File: src/tkcf_defs.vh
// Constants for the touch key capacitance-to-frequency measurement block
//
// Operation
// - Upper eight bits of the sixteen-bit count read back, zero after reset.
// - Lower eight bits of the sixteen-bit count read back, zero after reset.
// - Key select field bits 7..6 choose which of four keys is measured.
// - Control 1 bits 7..4 enable each key's sense oscillator.
// - Control 1 bits 3..0 give each shared pin to touch or I/O.
// - Control 2 bit 7 enables the sixteen-bit count.
// - Rising edge of control 2 bit 5 starts the slot; zero stops it.
// - Slot window completion raises the slot interrupt request.
// - Control 2 bit 4 gates the reference clock.
// - Control 2 bit 3 at one clears the slot counter.
// - Control 2 bit 2 at one clears the sixteen-bit count.
// - Control 2 bit 0 picks reference clock or fourth key oscillator for slot.
// - Control 3 bits 7..6 read-only, writes ignored.
// - Control 3 bit 5 is the read-only slot overflow flag.
// - Control 3 bit 4 is a writable flag set on count overflow.
// - Window field bits 2..0 sets slot length 64 shl code.
// - Sense oscillator cycles are counted during the window and kept.
// - Two independent interrupt requests: count overflow and slot completion.
`ifndef TKCF_DEFS_VH
`define TKCF_DEFS_VH
// ==========================================================
// Register indices
`define TKCF_REG_CNT_HI 3'h0
`define TKCF_REG_CNT_LO 3'h1
`define TKCF_REG_KEYSEL 3'h2
`define TKCF_REG_PINFN 3'h3
`define TKCF_REG_RUN 3'h4
`define TKCF_REG_WINST 3'h5
// ==========================================================
// Field positions
`define TKCF_KSEL_HI 7
`define TKCF_KSEL_LO 6
`define TKCF_RUN_CF_ON 7
`define TKCF_RUN_RSV6 6
`define TKCF_RUN_START 5
`define TKCF_RUN_REF_EN 4
`define TKCF_RUN_SLOT_CLR 3
`define TKCF_RUN_CF_CLR 2
`define TKCF_RUN_RSV1 1
`define TKCF_RUN_CLK_SEL 0
`define TKCF_ST_SLOT_OV 5
`define TKCF_ST_CF_OV 4
`define TKCF_ST_RSV3 3
// ==========================================================
// Reset values and timing
`define TKCF_RST_BYTE 8'h00
`define TKCF_WIN_BASE 14'h0040
`define TKCF_REF_DIV 8
`endif

File: src/tkcf_measure.v
// Touch key capacitance-to-frequency measurement module, top level
//
// Our own choices: the address map and the plain strobed port.
`timescale 1ns/1ps
`default_nettype none
`include "tkcf_defs.vh"
module tkcf_measure #(
    parameter REF_DIV = `TKCF_REF_DIV
) (
    input wire clock,
    input wire rst_n,
    input wire [2:0] addr,
    input wire [7:0] wdata,
    input wire wr_en,
    input wire rd_en,
    output reg [7:0] rdata,
    input wire [3:0] sense_osc,
    output wire [3:0] osc_enable,
    output wire [3:0] pin_is_touch,
    output wire cf_irq,
    output wire slot_irq
);
    // ==========================================================
    // Registers
    reg [7:0] key_select_control_r;
    reg [7:0] pin_function_control_r;
    reg [7:0] counter_run_control_r;
    reg [3:0] win_ctrl_r;
    reg [15:0] cf_count_r;
    reg [13:0] slot_count_r;
    reg slot_overflow_flag_r;
    reg cf_overflow_flag_r;
    reg slot_run_r;
    reg start_d_r;
    reg slot_irq_r;
    reg cf_irq_r;

    wire cf_counter_on = counter_run_control_r[`TKCF_RUN_CF_ON];
    wire slot_start = counter_run_control_r[`TKCF_RUN_START];
    wire ref_clk_en = counter_run_control_r[`TKCF_RUN_REF_EN];
    wire slot_clear = counter_run_control_r[`TKCF_RUN_SLOT_CLR];
    wire cf_clear = counter_run_control_r[`TKCF_RUN_CF_CLR];
    wire slot_clk_sel = counter_run_control_r[`TKCF_RUN_CLK_SEL];
    wire [1:0] key_sel = key_select_control_r[7:6];
    wire [2:0] slot_window_sel = win_ctrl_r[2:0];

    // ==========================================================
    // Pad facing outputs
    assign osc_enable = pin_function_control_r[7:4];
    assign pin_is_touch = pin_function_control_r[3:0];
    assign cf_irq = cf_irq_r;
    assign slot_irq = slot_irq_r;

    // ==========================================================
    // Oscillator synchronisers
    wire [3:0] osc_rise;
    genvar g;
    generate
        for (g = 0; g < 4; g = g + 1) begin : g_sync
            tkcf_sync_edge u_sync (
                .clock(clock),
                .rst_n(rst_n),
                .din(sense_osc[g] & osc_enable[g]),
                .rise(osc_rise[g])
            );
        end
    endgenerate

    wire ref_tick;
    tkcf_ref_div #(.DIV(REF_DIV)) u_ref (
        .clock(clock),
        .rst_n(rst_n),
        .enable(ref_clk_en),
        .tick(ref_tick)
    );

    // Measured key and slot time base
    wire sel_rise = osc_rise[key_sel];
    wire slot_tick = slot_clk_sel ? osc_rise[3] : ref_tick;

    // Window length: 64 shifted left by the code
    function [13:0] win_len;
        input [2:0] code;
        begin
            win_len = `TKCF_WIN_BASE << code;
        end
    endfunction
    wire [13:0] win_last = win_len(slot_window_sel) - 14'h0001;
    wire slot_done = slot_run_r & slot_tick & (slot_count_r == win_last);

    // ==========================================================
    // Slot counter
    always @(posedge clock or negedge rst_n) begin
        if (!rst_n) begin
            start_d_r <= 1'b0;
            slot_run_r <= 1'b0;
            slot_count_r <= 14'h0000;
            slot_irq_r <= 1'b0;
        end else begin
            start_d_r <= slot_start;
            slot_irq_r <= slot_done;
            if (!slot_start) begin
                slot_run_r <= 1'b0;
            end else if (!start_d_r) begin
                slot_run_r <= 1'b1;
            end else if (slot_done) begin
                slot_run_r <= 1'b0;
            end
            if (slot_clear) begin
                slot_count_r <= 14'h0000;
            end else if (slot_start & ~start_d_r) begin
                slot_count_r <= 14'h0000;
            end else if (slot_done) begin
                slot_count_r <= 14'h0000;
            end else if (slot_run_r & slot_tick) begin
                slot_count_r <= slot_count_r + 14'h0001;
            end
        end
    end

    // Slot flag cleared by a new start, set when the window completes
    always @(posedge clock or negedge rst_n) begin
        if (!rst_n) begin
            slot_overflow_flag_r <= 1'b0;
        end else if (slot_done) begin
            slot_overflow_flag_r <= 1'b1;
        end else if (slot_start & ~start_d_r) begin
            slot_overflow_flag_r <= 1'b0;
        end
    end

    // ==========================================================
    // Sixteen-bit count, only inside the window
    wire cf_inc = cf_counter_on & slot_run_r & sel_rise;
    wire cf_wrap = cf_inc & (cf_count_r == 16'hffff);
    always @(posedge clock or negedge rst_n) begin
        if (!rst_n) begin
            cf_count_r <= 16'h0000;
            cf_irq_r <= 1'b0;
        end else begin
            cf_irq_r <= cf_wrap;
            if (cf_clear) begin
                cf_count_r <= 16'h0000;
            end else if (cf_inc) begin
                cf_count_r <= cf_count_r + 16'h0001;
            end
        end
    end

    // ==========================================================
    // Register writes
    wire wr_st = wr_en & (addr == `TKCF_REG_WINST);
    always @(posedge clock or negedge rst_n) begin
        if (!rst_n) begin
            key_select_control_r <= `TKCF_RST_BYTE;
            pin_function_control_r <= `TKCF_RST_BYTE;
            counter_run_control_r <= `TKCF_RST_BYTE;
            win_ctrl_r <= 4'h0;
            cf_overflow_flag_r <= 1'b0;
        end else begin
            if (wr_en & (addr == `TKCF_REG_KEYSEL)) begin
                key_select_control_r <= wdata;
            end
            if (wr_en & (addr == `TKCF_REG_PINFN)) begin
                pin_function_control_r <= wdata;
            end
            if (wr_en & (addr == `TKCF_REG_RUN)) begin
                counter_run_control_r <= wdata;
            end
            if (wr_st) begin
                win_ctrl_r <= wdata[3:0];
            end
            // Overflow set beats a software clear in the same cycle
            if (cf_wrap) begin
                cf_overflow_flag_r <= 1'b1;
            end else if (wr_st) begin
                cf_overflow_flag_r <= wdata[`TKCF_ST_CF_OV];
            end
        end
    end

    // ==========================================================
    // Register reads, data one cycle after the strobe
    always @(posedge clock or negedge rst_n) begin
        if (!rst_n) begin
            rdata <= 8'h00;
        end else if (rd_en) begin
            case (addr)
                `TKCF_REG_CNT_HI: rdata <= cf_count_r[15:8];
                `TKCF_REG_CNT_LO: rdata <= cf_count_r[7:0];
                `TKCF_REG_KEYSEL: rdata <= key_select_control_r;
                `TKCF_REG_PINFN: rdata <= pin_function_control_r;
                `TKCF_REG_RUN: rdata <= counter_run_control_r;
                `TKCF_REG_WINST: rdata <= {2'b00, slot_overflow_flag_r,
                    cf_overflow_flag_r, win_ctrl_r};
                default: rdata <= 8'h00;
            endcase
        end else begin
            rdata <= 8'h00;
        end
    end
endmodule
`default_nettype wire

File: src/tkcf_sync_edge.v
// Two-stage synchroniser with rising edge pulse
`timescale 1ns/1ps
`default_nettype none
module tkcf_sync_edge (
    input wire clock,
    input wire rst_n,
    input wire din,
    output wire rise
);
    reg s1_r;
    reg s2_r;
    reg s3_r;
    always @(posedge clock or negedge rst_n) begin
        if (!rst_n) begin
            s1_r <= 1'b0;
            s2_r <= 1'b0;
            s3_r <= 1'b0;
        end else begin
            s1_r <= din;
            s2_r <= s1_r;
            s3_r <= s2_r;
        end
    end
    assign rise = s2_r & ~s3_r;
endmodule
`default_nettype wire

File: src/tkcf_ref_div.v
// Reference tick divider from the system clock
`timescale 1ns/1ps
`default_nettype none
module tkcf_ref_div #(
    parameter DIV = 8
) (
    input wire clock,
    input wire rst_n,
    input wire enable,
    output reg tick
);
    reg [7:0] cnt_r;
    always @(posedge clock or negedge rst_n) begin
        if (!rst_n) begin
            cnt_r <= 8'h00;
            tick <= 1'b0;
        end else if (!enable) begin
            cnt_r <= 8'h00;
            tick <= 1'b0;
        end else if (cnt_r == DIV[7:0] - 8'h01) begin
            cnt_r <= 8'h00;
            tick <= 1'b1;
        end else begin
            cnt_r <= cnt_r + 8'h01;
            tick <= 1'b0;
        end
    end
endmodule
`default_nettype wire

File: config.mk
export PLATFORM = sky130hd
export DESIGN_NAME = tkcf_measure
export DESIGN_NICKNAME = d
export VERILOG_FILES = /design/src/tkcf_measure.v /design/src/tkcf_sync_edge.v /design/src/tkcf_ref_div.v
export VERILOG_INCLUDE_DIRS = /design/src
export SDC_FILE = /design/constraint.sdc
export NUM_CORES = 1
export LEC_CHECK = 0
export BUFFER_PORTS_ARGS = -buffer_cell sky130_fd_sc_hd__buf_4
export CORE_ASPECT_RATIO = 1.75
export CORE_MARGIN = 2
export CORE_UTILIZATION = 35
export CTS_BUF_LIST = sky130_fd_sc_hd__clkbuf_4
export DETAILED_ROUTE_END_ITERATION = 10
export GPL_ROUTABILITY_DRIVEN = 0
export HOLD_SLACK_MARGIN = 0.08
export PLACE_DENSITY = 0.49
export RECOVER_POWER = 25
export SYNTH_ARGS = -nofsm -noshare
export SYNTH_HDL_FRONTEND = slang
export SYNTH_SLANG_ARGS = --single-unit
File: constraint.sdc
create_clock -name clock -period 4.07 [get_ports clock]
set_input_delay 0.2035 -clock clock [delete_from_list [all_inputs] [get_ports clock]]
set_output_delay 0.2035 -clock clock [all_outputs]
set_load 0.01 [all_outputs]
==> metrics.md, run 1 <==
| Metric | Value |
|---|---|
| Status | `finished, violations left` |
| Failing checks | `max-capacitance violations, max-slew violations` |
| WHS | `roughly 150 ps` |
| Die area | `13800 um2` |
| Worst-skew pair later-pin latency | `around 440 ps` |
| EDFF count, synth | `0` |
| GRT Overall Usage | `0.1684` |
| Final hold vios | `0` |
| Final worst path period share | `0.7898` |
| DR iter-0 viols | `141` |
| Power per standard cell area | `approximately 390 nW/um2` |
| Mapped Avg Cell Area | `10.63 um2` |
| FMAX | `between 300 and 400 MHz` |
| Max rail drop VDD | `0.0001759 V` |
| Cts repair resizes | `0` |
| IO buf count | `36` |
| Clk slew on worst S/H paths | `150 ps` |
| Yosys reg bits | `93` |
| Post-route cell area | `5186 um2` |
| Largest family of logic cells by synthesized area | `simple AND/OR/NAND/NOR gates` |
| Least-Margin Pin Slew | `1689 ps` |
| Mapped Area | `approximately 4500 um2` |
| Library cells used by synthesis | `54` |
| Grt total ovfl | `0` |
| Detailed Place HPWL | `around 8 mm` |
| Starting Density | `0.3597` |
| CTS max path bufs | `2` |
| Final wirelength | `10.73 mm` |
| CTS tree | `yes` |
| Top FF cell, synth | `dfrtp_1` |
| Cell total after placement | `about 610` |
| Vias in the first global route | `about 3400` |
| Post-synthesis adder-cell area fraction | `0.01113` |
| Synth Warn # | `0` |
| Post-Synth Simple-Gate Area | `0.1932` |
| Final Util | `0.4149` |
| # DRC | `0` |
| Routed len/inst | `roughly 17 um` |
| Post-synthesis xor/xnor area fraction | `0.04481` |
| Finish-stage setup viols | `0` |
| Final Max Slew Viols | `68` |
| Mapped Nets | `around 450` |
| Clk root buf | `clkbuf_4` |
| Post-route setup TNS | `0 ps` |
| Endpoint class of the critical path | `flip-flop` |
| Max-cap violations | `1` |
| Core area | `12500 um2` |
| Synth Area in Compound Gates | `0.08823` |
| Layout area overhead | `15.36%` |
| Die height | `around 150 um` |
| Register area share after synthesis | `0.5177` |
| Slew Limit Headroom | `-0.1261` |
| Routed vias | `about 3300` |
| FP Rows | `54` |
| Critical Path RT | `~4500 ps` |
| FILL cells | `~1200` |
| Number of CTS-inserted buffers | `9` |
| Antenna violations before repair | `1` |
| Leakage | `roughly 2.2 nW` |
| First-pass GRT wire length | `between 15 and 20 mm` |
| CP Class | `flip-flop to flip-flop` |
| Fin worst setup slack | `around 860 ps` |
| Unrepaired setup endpoints after global routing | `false` |
| R2R setup slack | `860 ps` |
| Post-Syn Instances | `423` |
| Largest net degree at the start of global routing | `slightly below 70` |
| Clock Sinks | `93` |
| Top Ports | `37` |
| Worst-path fanout max | `15` |
| WP data arrival | `between 3000 and 4000 ps` |
| Share of flip-flops with an asynchronous set or reset | `1.000` |
| CP Launch Type | `flip-flop` |
| H-Tree Depth | `3` |
| Dpl cell area | `roughly 4900 um2` |
| Hold Crit Class | `input pin to flip-flop` |
| Pwr Total | `2.005 mW` |
| DP Worst Slack | `about 890 ps` |
| # nets final | `between 400 and 500` |
| Via/cell ratio | `slightly above 5` |
| Antenna Nets Post-Route | `0` |
| Mux share of post-synthesis cell area | `0.1136` |
| First drt pass iteration count | `4` |
| Worst Clk Skew | `a little under 7 ps` |
| Fin cells | `643` |
| Share of layout cells above drive strength 1 | `0.1899` |
| Die width | `89.67 um` |
| Tmin final | `between 3000 and 4000 ps` |
logic make-up after synthesis:
family	count (synthesis)
buf+inv	33
fa+ha+maj	4
simple gates	169
compound gates	61
mux	40
xor+xnor	23
flops	93
cells in the final DEF, fill, tap and decap left out, types with 9 or more instances in the layout:
cell type and n:
nor2_1 33, a21oi_1 16, inv_1 15, clkbuf_4 9
mux2_2 28, nand3_1 25, xnor2_1 15, dlygate4sd3_1 14
nand2_1 36, nor3_1 9, dfrtp_1 93, and2_1 12
o21ai_0 12, buf_4 36
timing repair:
action                    4_1_cts  5_1_grt
setup buffers                   0        0
hold endpoints to repair      106        0
hold buffers                   14        0
final cells by class:
| type | count | area, um2 | share of cell area |
|---|---|---|---|
| Timing Repair Buffer | 52 | 419.2 | 0.08082 |
| Clock buffer | 9 | 67.56 | 0.01303 |
| Inverter | 16 | 60.06 | 0.01158 |
| Antenna cell | 1 | 2.502 | 0.0004825 |
| Sequential cell | 93 | 2327 | 0.4487 |
| Multi-Input combinational cell | 297 | 2027 | 0.3908 |
| Tap cell | 168 | 210.2 | 0.04053 |
| Clock inverter | 7 | 72.57 | 0.01399 |
flip-flops by register name (all words and copies together), names as in the netlist:
register,count
g_sync.u_sync.s1_r,4
cf_irq,1
pin_function_control_r,8
win_ctrl_r,4
counter_run_control_r,8
cf_count_r,16
key_select_control_r,8
rdata,8
slot_irq,1
g_sync.u_sync.s3_r,4
u_ref.cnt_r,8
slot_run_r,1
slot_overflow_flag_r,1
start_d_r,1
slot_count_r,14
g_sync.u_sync.s2_r,4
cf_overflow_flag_r,1
u_ref.tick,1
per-layer routing:
metal  GRT usage  vias to the layer above  wire length (um)
li1            -                     1581                 -
met5           0                        -                 0
met2      0.3032                       36              6069
met1      0.1926                     1633              4201
met4     0.05828                        0               214
met3     0.03060                       15               248
critical path, cell delays in order, from the launching register on:
cell and delay [ps]:
dfrtp_1 550, nor3_1 300, inv_1 100, ha_1 310, nor4bb_1 180, a2111oi_0 410, o32ai_1 190, a31oi_1 760
and3_1 270, a211o_1 90
path summary, 6_finish.rpt:
check	start	to	depth (start not counted)
hold / removal	addr[2]	rdata[6]	3
setup reg to reg	win_ctrl_r[2]	slot_count_r[3]	9
max in group asynchronous	rst_n	cf_count_r[0]	3
min in group asynchronous	rst_n	g_sync[1].u_sync.s2_r	2
hold reg to reg	g_sync[1].u_sync.s1_r	g_sync[1].u_sync.s2_r	0
setup / recovery	win_ctrl_r[2]	slot_count_r[3]	9
cells in the mapped netlist, drive strengths merged (2+ instances only):
cell     n  share of area
dfrtp   93           0.52
nand2   36          0.030
nor2    33          0.028
mux2    28          0.070
nand3   25          0.028
a21oi   16          0.018
inv     16          0.013
xnor2   15          0.029
and2    14          0.019
o21ai   14          0.016
buf     10          0.012
nor3     9          0.010
and3     8          0.011
nand2b   8          0.011
nor2b    8          0.011
xor2     8          0.016
clkbuf   7         0.0058
or3      7         0.0097
mux2i    6          0.013
mux4     6          0.030
and4     4         0.0078
ha       4          0.011
nand4    4         0.0056
o21a     4         0.0067
a21boi   3         0.0050
nand3b   3         0.0050
o22ai    3         0.0042
o311ai   3         0.0058
or2      3         0.0042
a211o    2         0.0039
a211oi   2         0.0033
a22oi    2         0.0033
a31oi    2         0.0028
nor4     2         0.0028
where the power goes:
group          internal, mW  total [mW]  switching (mW)
combinational         0.187       0.371           0.183
clock                 0.190       0.515           0.325
sequential             1.02        1.12          0.0973
(Power assumes the default switching activity.)
==> run 2, diff against run 1 <==
clock period = 3 ns   (was 4.07 ns; I/O delays follow)
==> metrics.md, run 2 (same netlist as run 1, synthesis figures left out) <==
| Metric | Value |
|---|---|
| Detailed Place HPWL | `between 8 and 9 mm` |
| Commonest non-fill, non-tap cell in the layout | `dfrtp_1` |
| Antenna violations before repair | `0` |
| Routed vias | `about 3300` |
| Die height | `around 150 um` |
| DR iter-0 viols | `~150` |
| Number of CTS-inserted buffers | `9` |
| Starting Density | `0.3597` |
| Clock Sinks | `93` |
| CP Class | `flip-flop to flip-flop` |
| Worst Clk Skew | `about 16 ps` |
| First-pass GRT wire length | `17.93 mm` |
| Post-route setup TNS | `0 ps` |
| Clk root buf | `clkbuf_4` |
| Status | `finished clean` |
| Hold Crit Class | `input pin to flip-flop` |
| H-Tree Depth | `3` |
| IO buf count | `36` |
| Largest regs | `cf_count_r (16), slot_count_r (14)` |
| Final wirelength | `between 10 and 15 mm` |
| Max-cap violations | `0` |
| CTS max path bufs | `2` |
| Commonest cells after routing, fill and taps aside | `dfrtp_1 (93), buf_4 (40), nand2_1 (36)` |
| Via/cell ratio | `between 5 and 6` |
| Setup Fix Bufs, Post-CTS | `0` |
| Tmin final | `2830 ps` |
| Core area | `between 10000 and 15000 um2` |
| Unrepaired setup endpoints after global routing | `false` |
| Final Max Slew Viols | `0` |
| FMAX | `353.3 MHz` |
| Slew Limit Headroom | `0.02416` |
| GRT Overall Usage | `0.1727` |
| CP Launch Type | `flip-flop` |
| Clk slew on worst S/H paths | `about 160 ps` |
| Die area | `13800 um2` |
| ANT cells | `0` |
| Max rail drop VDD | `around 0.00022 V` |
| WP data arrival | `roughly 3200 ps` |
| Vias in the first global route | `around 3500` |
| Finish-stage setup viols | `0` |
| Endpoint class of the critical path | `flip-flop` |
| Least-Margin Pin Slew | `about 1500 ps` |
| Worst-skew pair later-pin latency | `470 ps` |
| Most flops, register | `cf_count_r` |
| CTS tree | `yes` |
| Final hold vios | `0` |
| Worst-path fanout max | `13` |
| Die width | `~90 um` |
| Cell total after placement | `about 620` |
| Power per standard cell area | `~530 nW/um2` |
| Routed len/inst | `between 15 and 20 um` |
| Antenna Nets Post-Route | `0` |
| Largest net degree at the start of global routing | `58` |
| Top Ports | `37` |
| FILL cells | `between 1000 and 1500` |
| Layout area overhead | `16.73%` |
| FP Rows | `54` |
| R2R setup slack | `170 ps` |
| # nets final | `just under 500` |
| Max FFs per register | `16` |
| Grt total ovfl | `0` |
| Leakage | `roughly 2.3 nW` |
| Share of layout cells above drive strength 1 | `0.2004` |
| Final worst path period share | `0.9435` |
| Critical Path RT | `3390 ps` |
| Fin cells | `between 600 and 700` |
| # DRC | `0` |
| First drt pass iteration count | `4` |
run 2: cell count changes in the layout (fill, tap and decap cells not counted), sizes merged:
cell	delta
buf	+5
clkbuf	-1
clkinv	-1
diode	-1
dlygate4sd3	+1
inv	+1
run 2: power by group:
group / switching (mW) / internal, mW / leakage, nW
logic: 0.257 / 0.262 / 0.970
registers: 0.127 / 1.39 / 1.22
clock network: 0.477 / 0.266 / 0.0788
run 2: path summary, 6_finish.rpt:
kind | depth (start not counted) | from | end
min | 3 | addr[1] | rdata[5]
min reg2reg | 0 | g_sync[3].u_sync.s1_r | g_sync[3].u_sync.s2_r
max reg2reg | 10 | win_ctrl_r[1] | slot_count_r[4]
max in group asynchronous | 2 | rst_n | cf_count_r[1]
max | 10 | win_ctrl_r[1] | slot_count_r[4]
min in group asynchronous | 2 | rst_n | g_sync[0].u_sync.s3_r
run 2: what timing repair did:
item	CTS	global route
hold buffers	15	0
hold endpoints to repair	97	0
gates resized for setup	0	0
run 2: layout make-up:
class,instances,area [um2],share of cell area
Sequential cell,93,2327,0.4435
Tap cell,168,210.2,0.04006
Timing Repair Buffer,57,475.5,0.09061
Clock inverter,7,80.08,0.01526
Inverter,16,60.06,0.01144
Multi-Input combinational cell,297,2027,0.3863
Clock buffer,9,67.56,0.01288
run 2: per-stage QoR:
stage,power [mW],hold slack (ps),worst slack [ps],utilization,cell area [um2]
after global routing,2.936,159.6,14.54,0.4198,5248
after CTS,2.814,147.8,191.1,0.4200,5250
final,2.775,165.4,169.6,0.4198,5248
after global placement,2.039,269.7,291.7,0.3962,4952
after floorplan,1.841,-145.6,496.5,-,4496
after detailed placement,2.051,270.5,196.6,0.3962,4952
run 2: metal layers:
metal | up-vias | wire [um] | track usage
li1 | 1583 | - | -
met1 | 1682 | 4278 | 0.1910
met2 | 40 | 6140 | 0.3088
met3 | 13 | 323 | 0.04187
met4 | 0 | 261 | 0.06326
met5 | - | 0 | 0
run 2: critical path: stages (launching register included):
cell	delay [ps]
dfrtp_1	600
nor3_1	120
inv_1	100
ha_1	320
nor4bb_1	310
a2111oi_0	110
o32ai_1	400
a31oi_1	150
buf_4	200
and3_1	190
a211o_1	250
==> run 3, diff against run 2 <==
RECOVER_POWER = 50   (was 25)
==> metrics.md, run 3 (same netlist as run 1, synthesis figures left out) <==
| Metric | Value |
|---|---|
| Status | `finished clean` |
| Routed len/inst | `between 15 and 20 um` |
| Endpoint class of the critical path | `flip-flop` |
| Final worst path period share | `0.9435` |
| Vias in the first global route | `3470` |
| GRT Overall Usage | `0.1727` |
| Cells along the critical path | `nor3_1 -> inv_1 -> ha_1 -> nor4bb_1 -> a2111oi_0 -> o32ai_1 -> a31oi_1 -> buf_4 -> and3_1 -> a211o_1` |
| Worst Clk Skew | `approximately 16 ps` |
| # nets final | `around 500` |
| CTS tree | `yes` |
| Die width | `about 90 um` |
| Finish-stage setup viols | `0` |
| Fin worst setup slack | `169.6 ps` |
| WP data arrival | `about 3200 ps` |
| Worst-skew pair later-pin latency | `470 ps` |
| Number of CTS-inserted buffers | `9` |
| Clk slew on worst S/H paths | `160 ps` |
| First-pass GRT wire length | `17.93 mm` |
| Slew Limit Headroom | `0.05000` |
| Fin cells | `around 650` |
| Top Ports | `37` |
| Largest net degree at the start of global routing | `58` |
| Commonest cells after routing, fill and taps aside | `dfrtp_1 (93), buf_4 (40), nand2_1 (36)` |
| Critical Path RT | `around 3400 ps` |
| Max FFs per register | `16` |
| Hold Crit Class | `input pin to flip-flop` |
| Leakage | `between 2 and 2.5 nW` |
| Die height | `approximately 150 um` |
| FILL cells | `1253` |
| R2R depth | `10` |
| FMAX | `353.3 MHz` |
| Tmin final | `2830 ps` |
| Worst-path fanout max | `13` |
| Hold path depth | `3` |
| Clock Sinks | `93` |
| Final wirelength | `between 10 and 15 mm` |
| Max-cap violations | `0` |
| First drt pass iteration count | `4` |
| H-Tree Depth | `3` |
| Unrepaired setup endpoints after global routing | `false` |
| Clk root buf | `clkbuf_4` |
| Core area | `12500 um2` |
| Commonest non-fill, non-tap cell in the layout | `dfrtp_1` |
| Share of layout cells above drive strength 1 | `0.2004` |
| Final hold vios | `0` |
| Post-route setup TNS | `0 ps` |
| DR iter-0 viols | `approximately 150` |
| Antenna violations before repair | `0` |
| Max rail drop VDD | `between 0.0002 and 0.00025 V` |
| Routed vias | `3319` |
| Least-Margin Pin Slew | `approximately 1400 ps` |
| Cell total after placement | `616` |
| Most flops, register | `cf_count_r` |
| Via/cell ratio | `slightly above 5` |
| CP Launch Type | `flip-flop` |
| Multi-input gate area in the final layout | `~2000 um2` |
| Die area | `~14000 um2` |
| Starting Density | `0.3597` |
| Pwr Total | `around 2.8 mW` |
| IO buf count | `36` |
| Crit-path slowest cell | `dfrtp_1` |
| R2R setup slack | `between 150 and 200 ps` |
| # DRC | `0` |
| Detailed Place HPWL | `about 8 mm` |
| Power per standard cell area | `approximately 530 nW/um2` |
| CTS max path bufs | `2` |
| FP Rows | `between 50 and 60` |
| Layout area overhead | `16.39%` |
| Largest regs | `cf_count_r (16), slot_count_r (14)` |
| CP peak stage delay | `600 ps` |
| Antenna Nets Post-Route | `0` |
| CP Class | `flip-flop to flip-flop` |
| ANT cells | `0` |
| DP Worst Slack | `around 200 ps` |
| Seq. cell area | `2327 um2` |
| Final Max Slew Viols | `0` |
| Grt total ovfl | `0` |
[run 3: changes by cell type in the layout (fill, tap and decap cells not counted)]
cell	previous run	this run
buf_12	1	0
clkbuf_2	1	2
[run 3: critical path: cells and delay by family (launching register included)]
family | cells | cell delay [ps]
buffers and inverters | 2 | 300
DFF | 1 | 600
and+or+nand+nor | 3 | 620
AOI/OAI and AO/OA | 4 | 910
adders and majority gates | 1 | 320
[run 3: worst paths after layout]
| kind | start | endpoint |
|---|---|---|
| setup / recovery | win_ctrl_r[1] | slot_count_r[4] |
| hold / removal | addr[1] | rdata[5] |
| setup reg to reg | win_ctrl_r[1] | slot_count_r[4] |
| hold reg to reg | g_sync[3].u_sync.s1_r | g_sync[3].u_sync.s2_r |
| max in group asynchronous | rst_n | pin_function_control_r[1] |
| min in group asynchronous | rst_n | g_sync[0].u_sync.s3_r |
[run 3: area by class of cell]
class | instances | share of cell area
clock buffers | 9 | 0.01291
clock inverters | 7 | 0.01530
inverters | 16 | 0.01148
multi-input cells | 297 | 0.3874
flip-flops and latches | 93 | 0.4448
well taps | 168 | 0.04017
repair buffers | 57 | 0.08800
[run 3: repair_timing]
action                    CTS  global route
hold buffers               15             0
resized for setup           0             0
setup buffers               0             0
hold endpoints to repair   97             0
[run 3: power by group]
group	switching (mW)	internal, mW
sequential	0.127	1.39
combinational	0.257	0.260
clock	0.477	0.266
[run 3: metal layers]
layer | vias to the layer above | part of all wire | track usage
li1 | 1583 | - | -
met1 | 1683 | 0.39 | 0.1910
met2 | 40 | 0.56 | 0.3088
met3 | 13 | 0.029 | 0.04187
met4 | 0 | 0.024 | 0.06326
met5 | - | 0 | 0
[run 3: through the flow]
| step | hold WS (ps) | utilization | cell area [um2] |
|---|---|---|---|
| floorplan | -145.6 | - | 4496 |
| global placement | 269.7 | 0.3962 | 4952 |
| finish | 165.5 | 0.4186 | 5233 |
| CTS | 147.8 | 0.4200 | 5250 |
| detailed placement | 270.5 | 0.3962 | 4952 |
| global route | 159.6 | 0.4186 | 5233 |
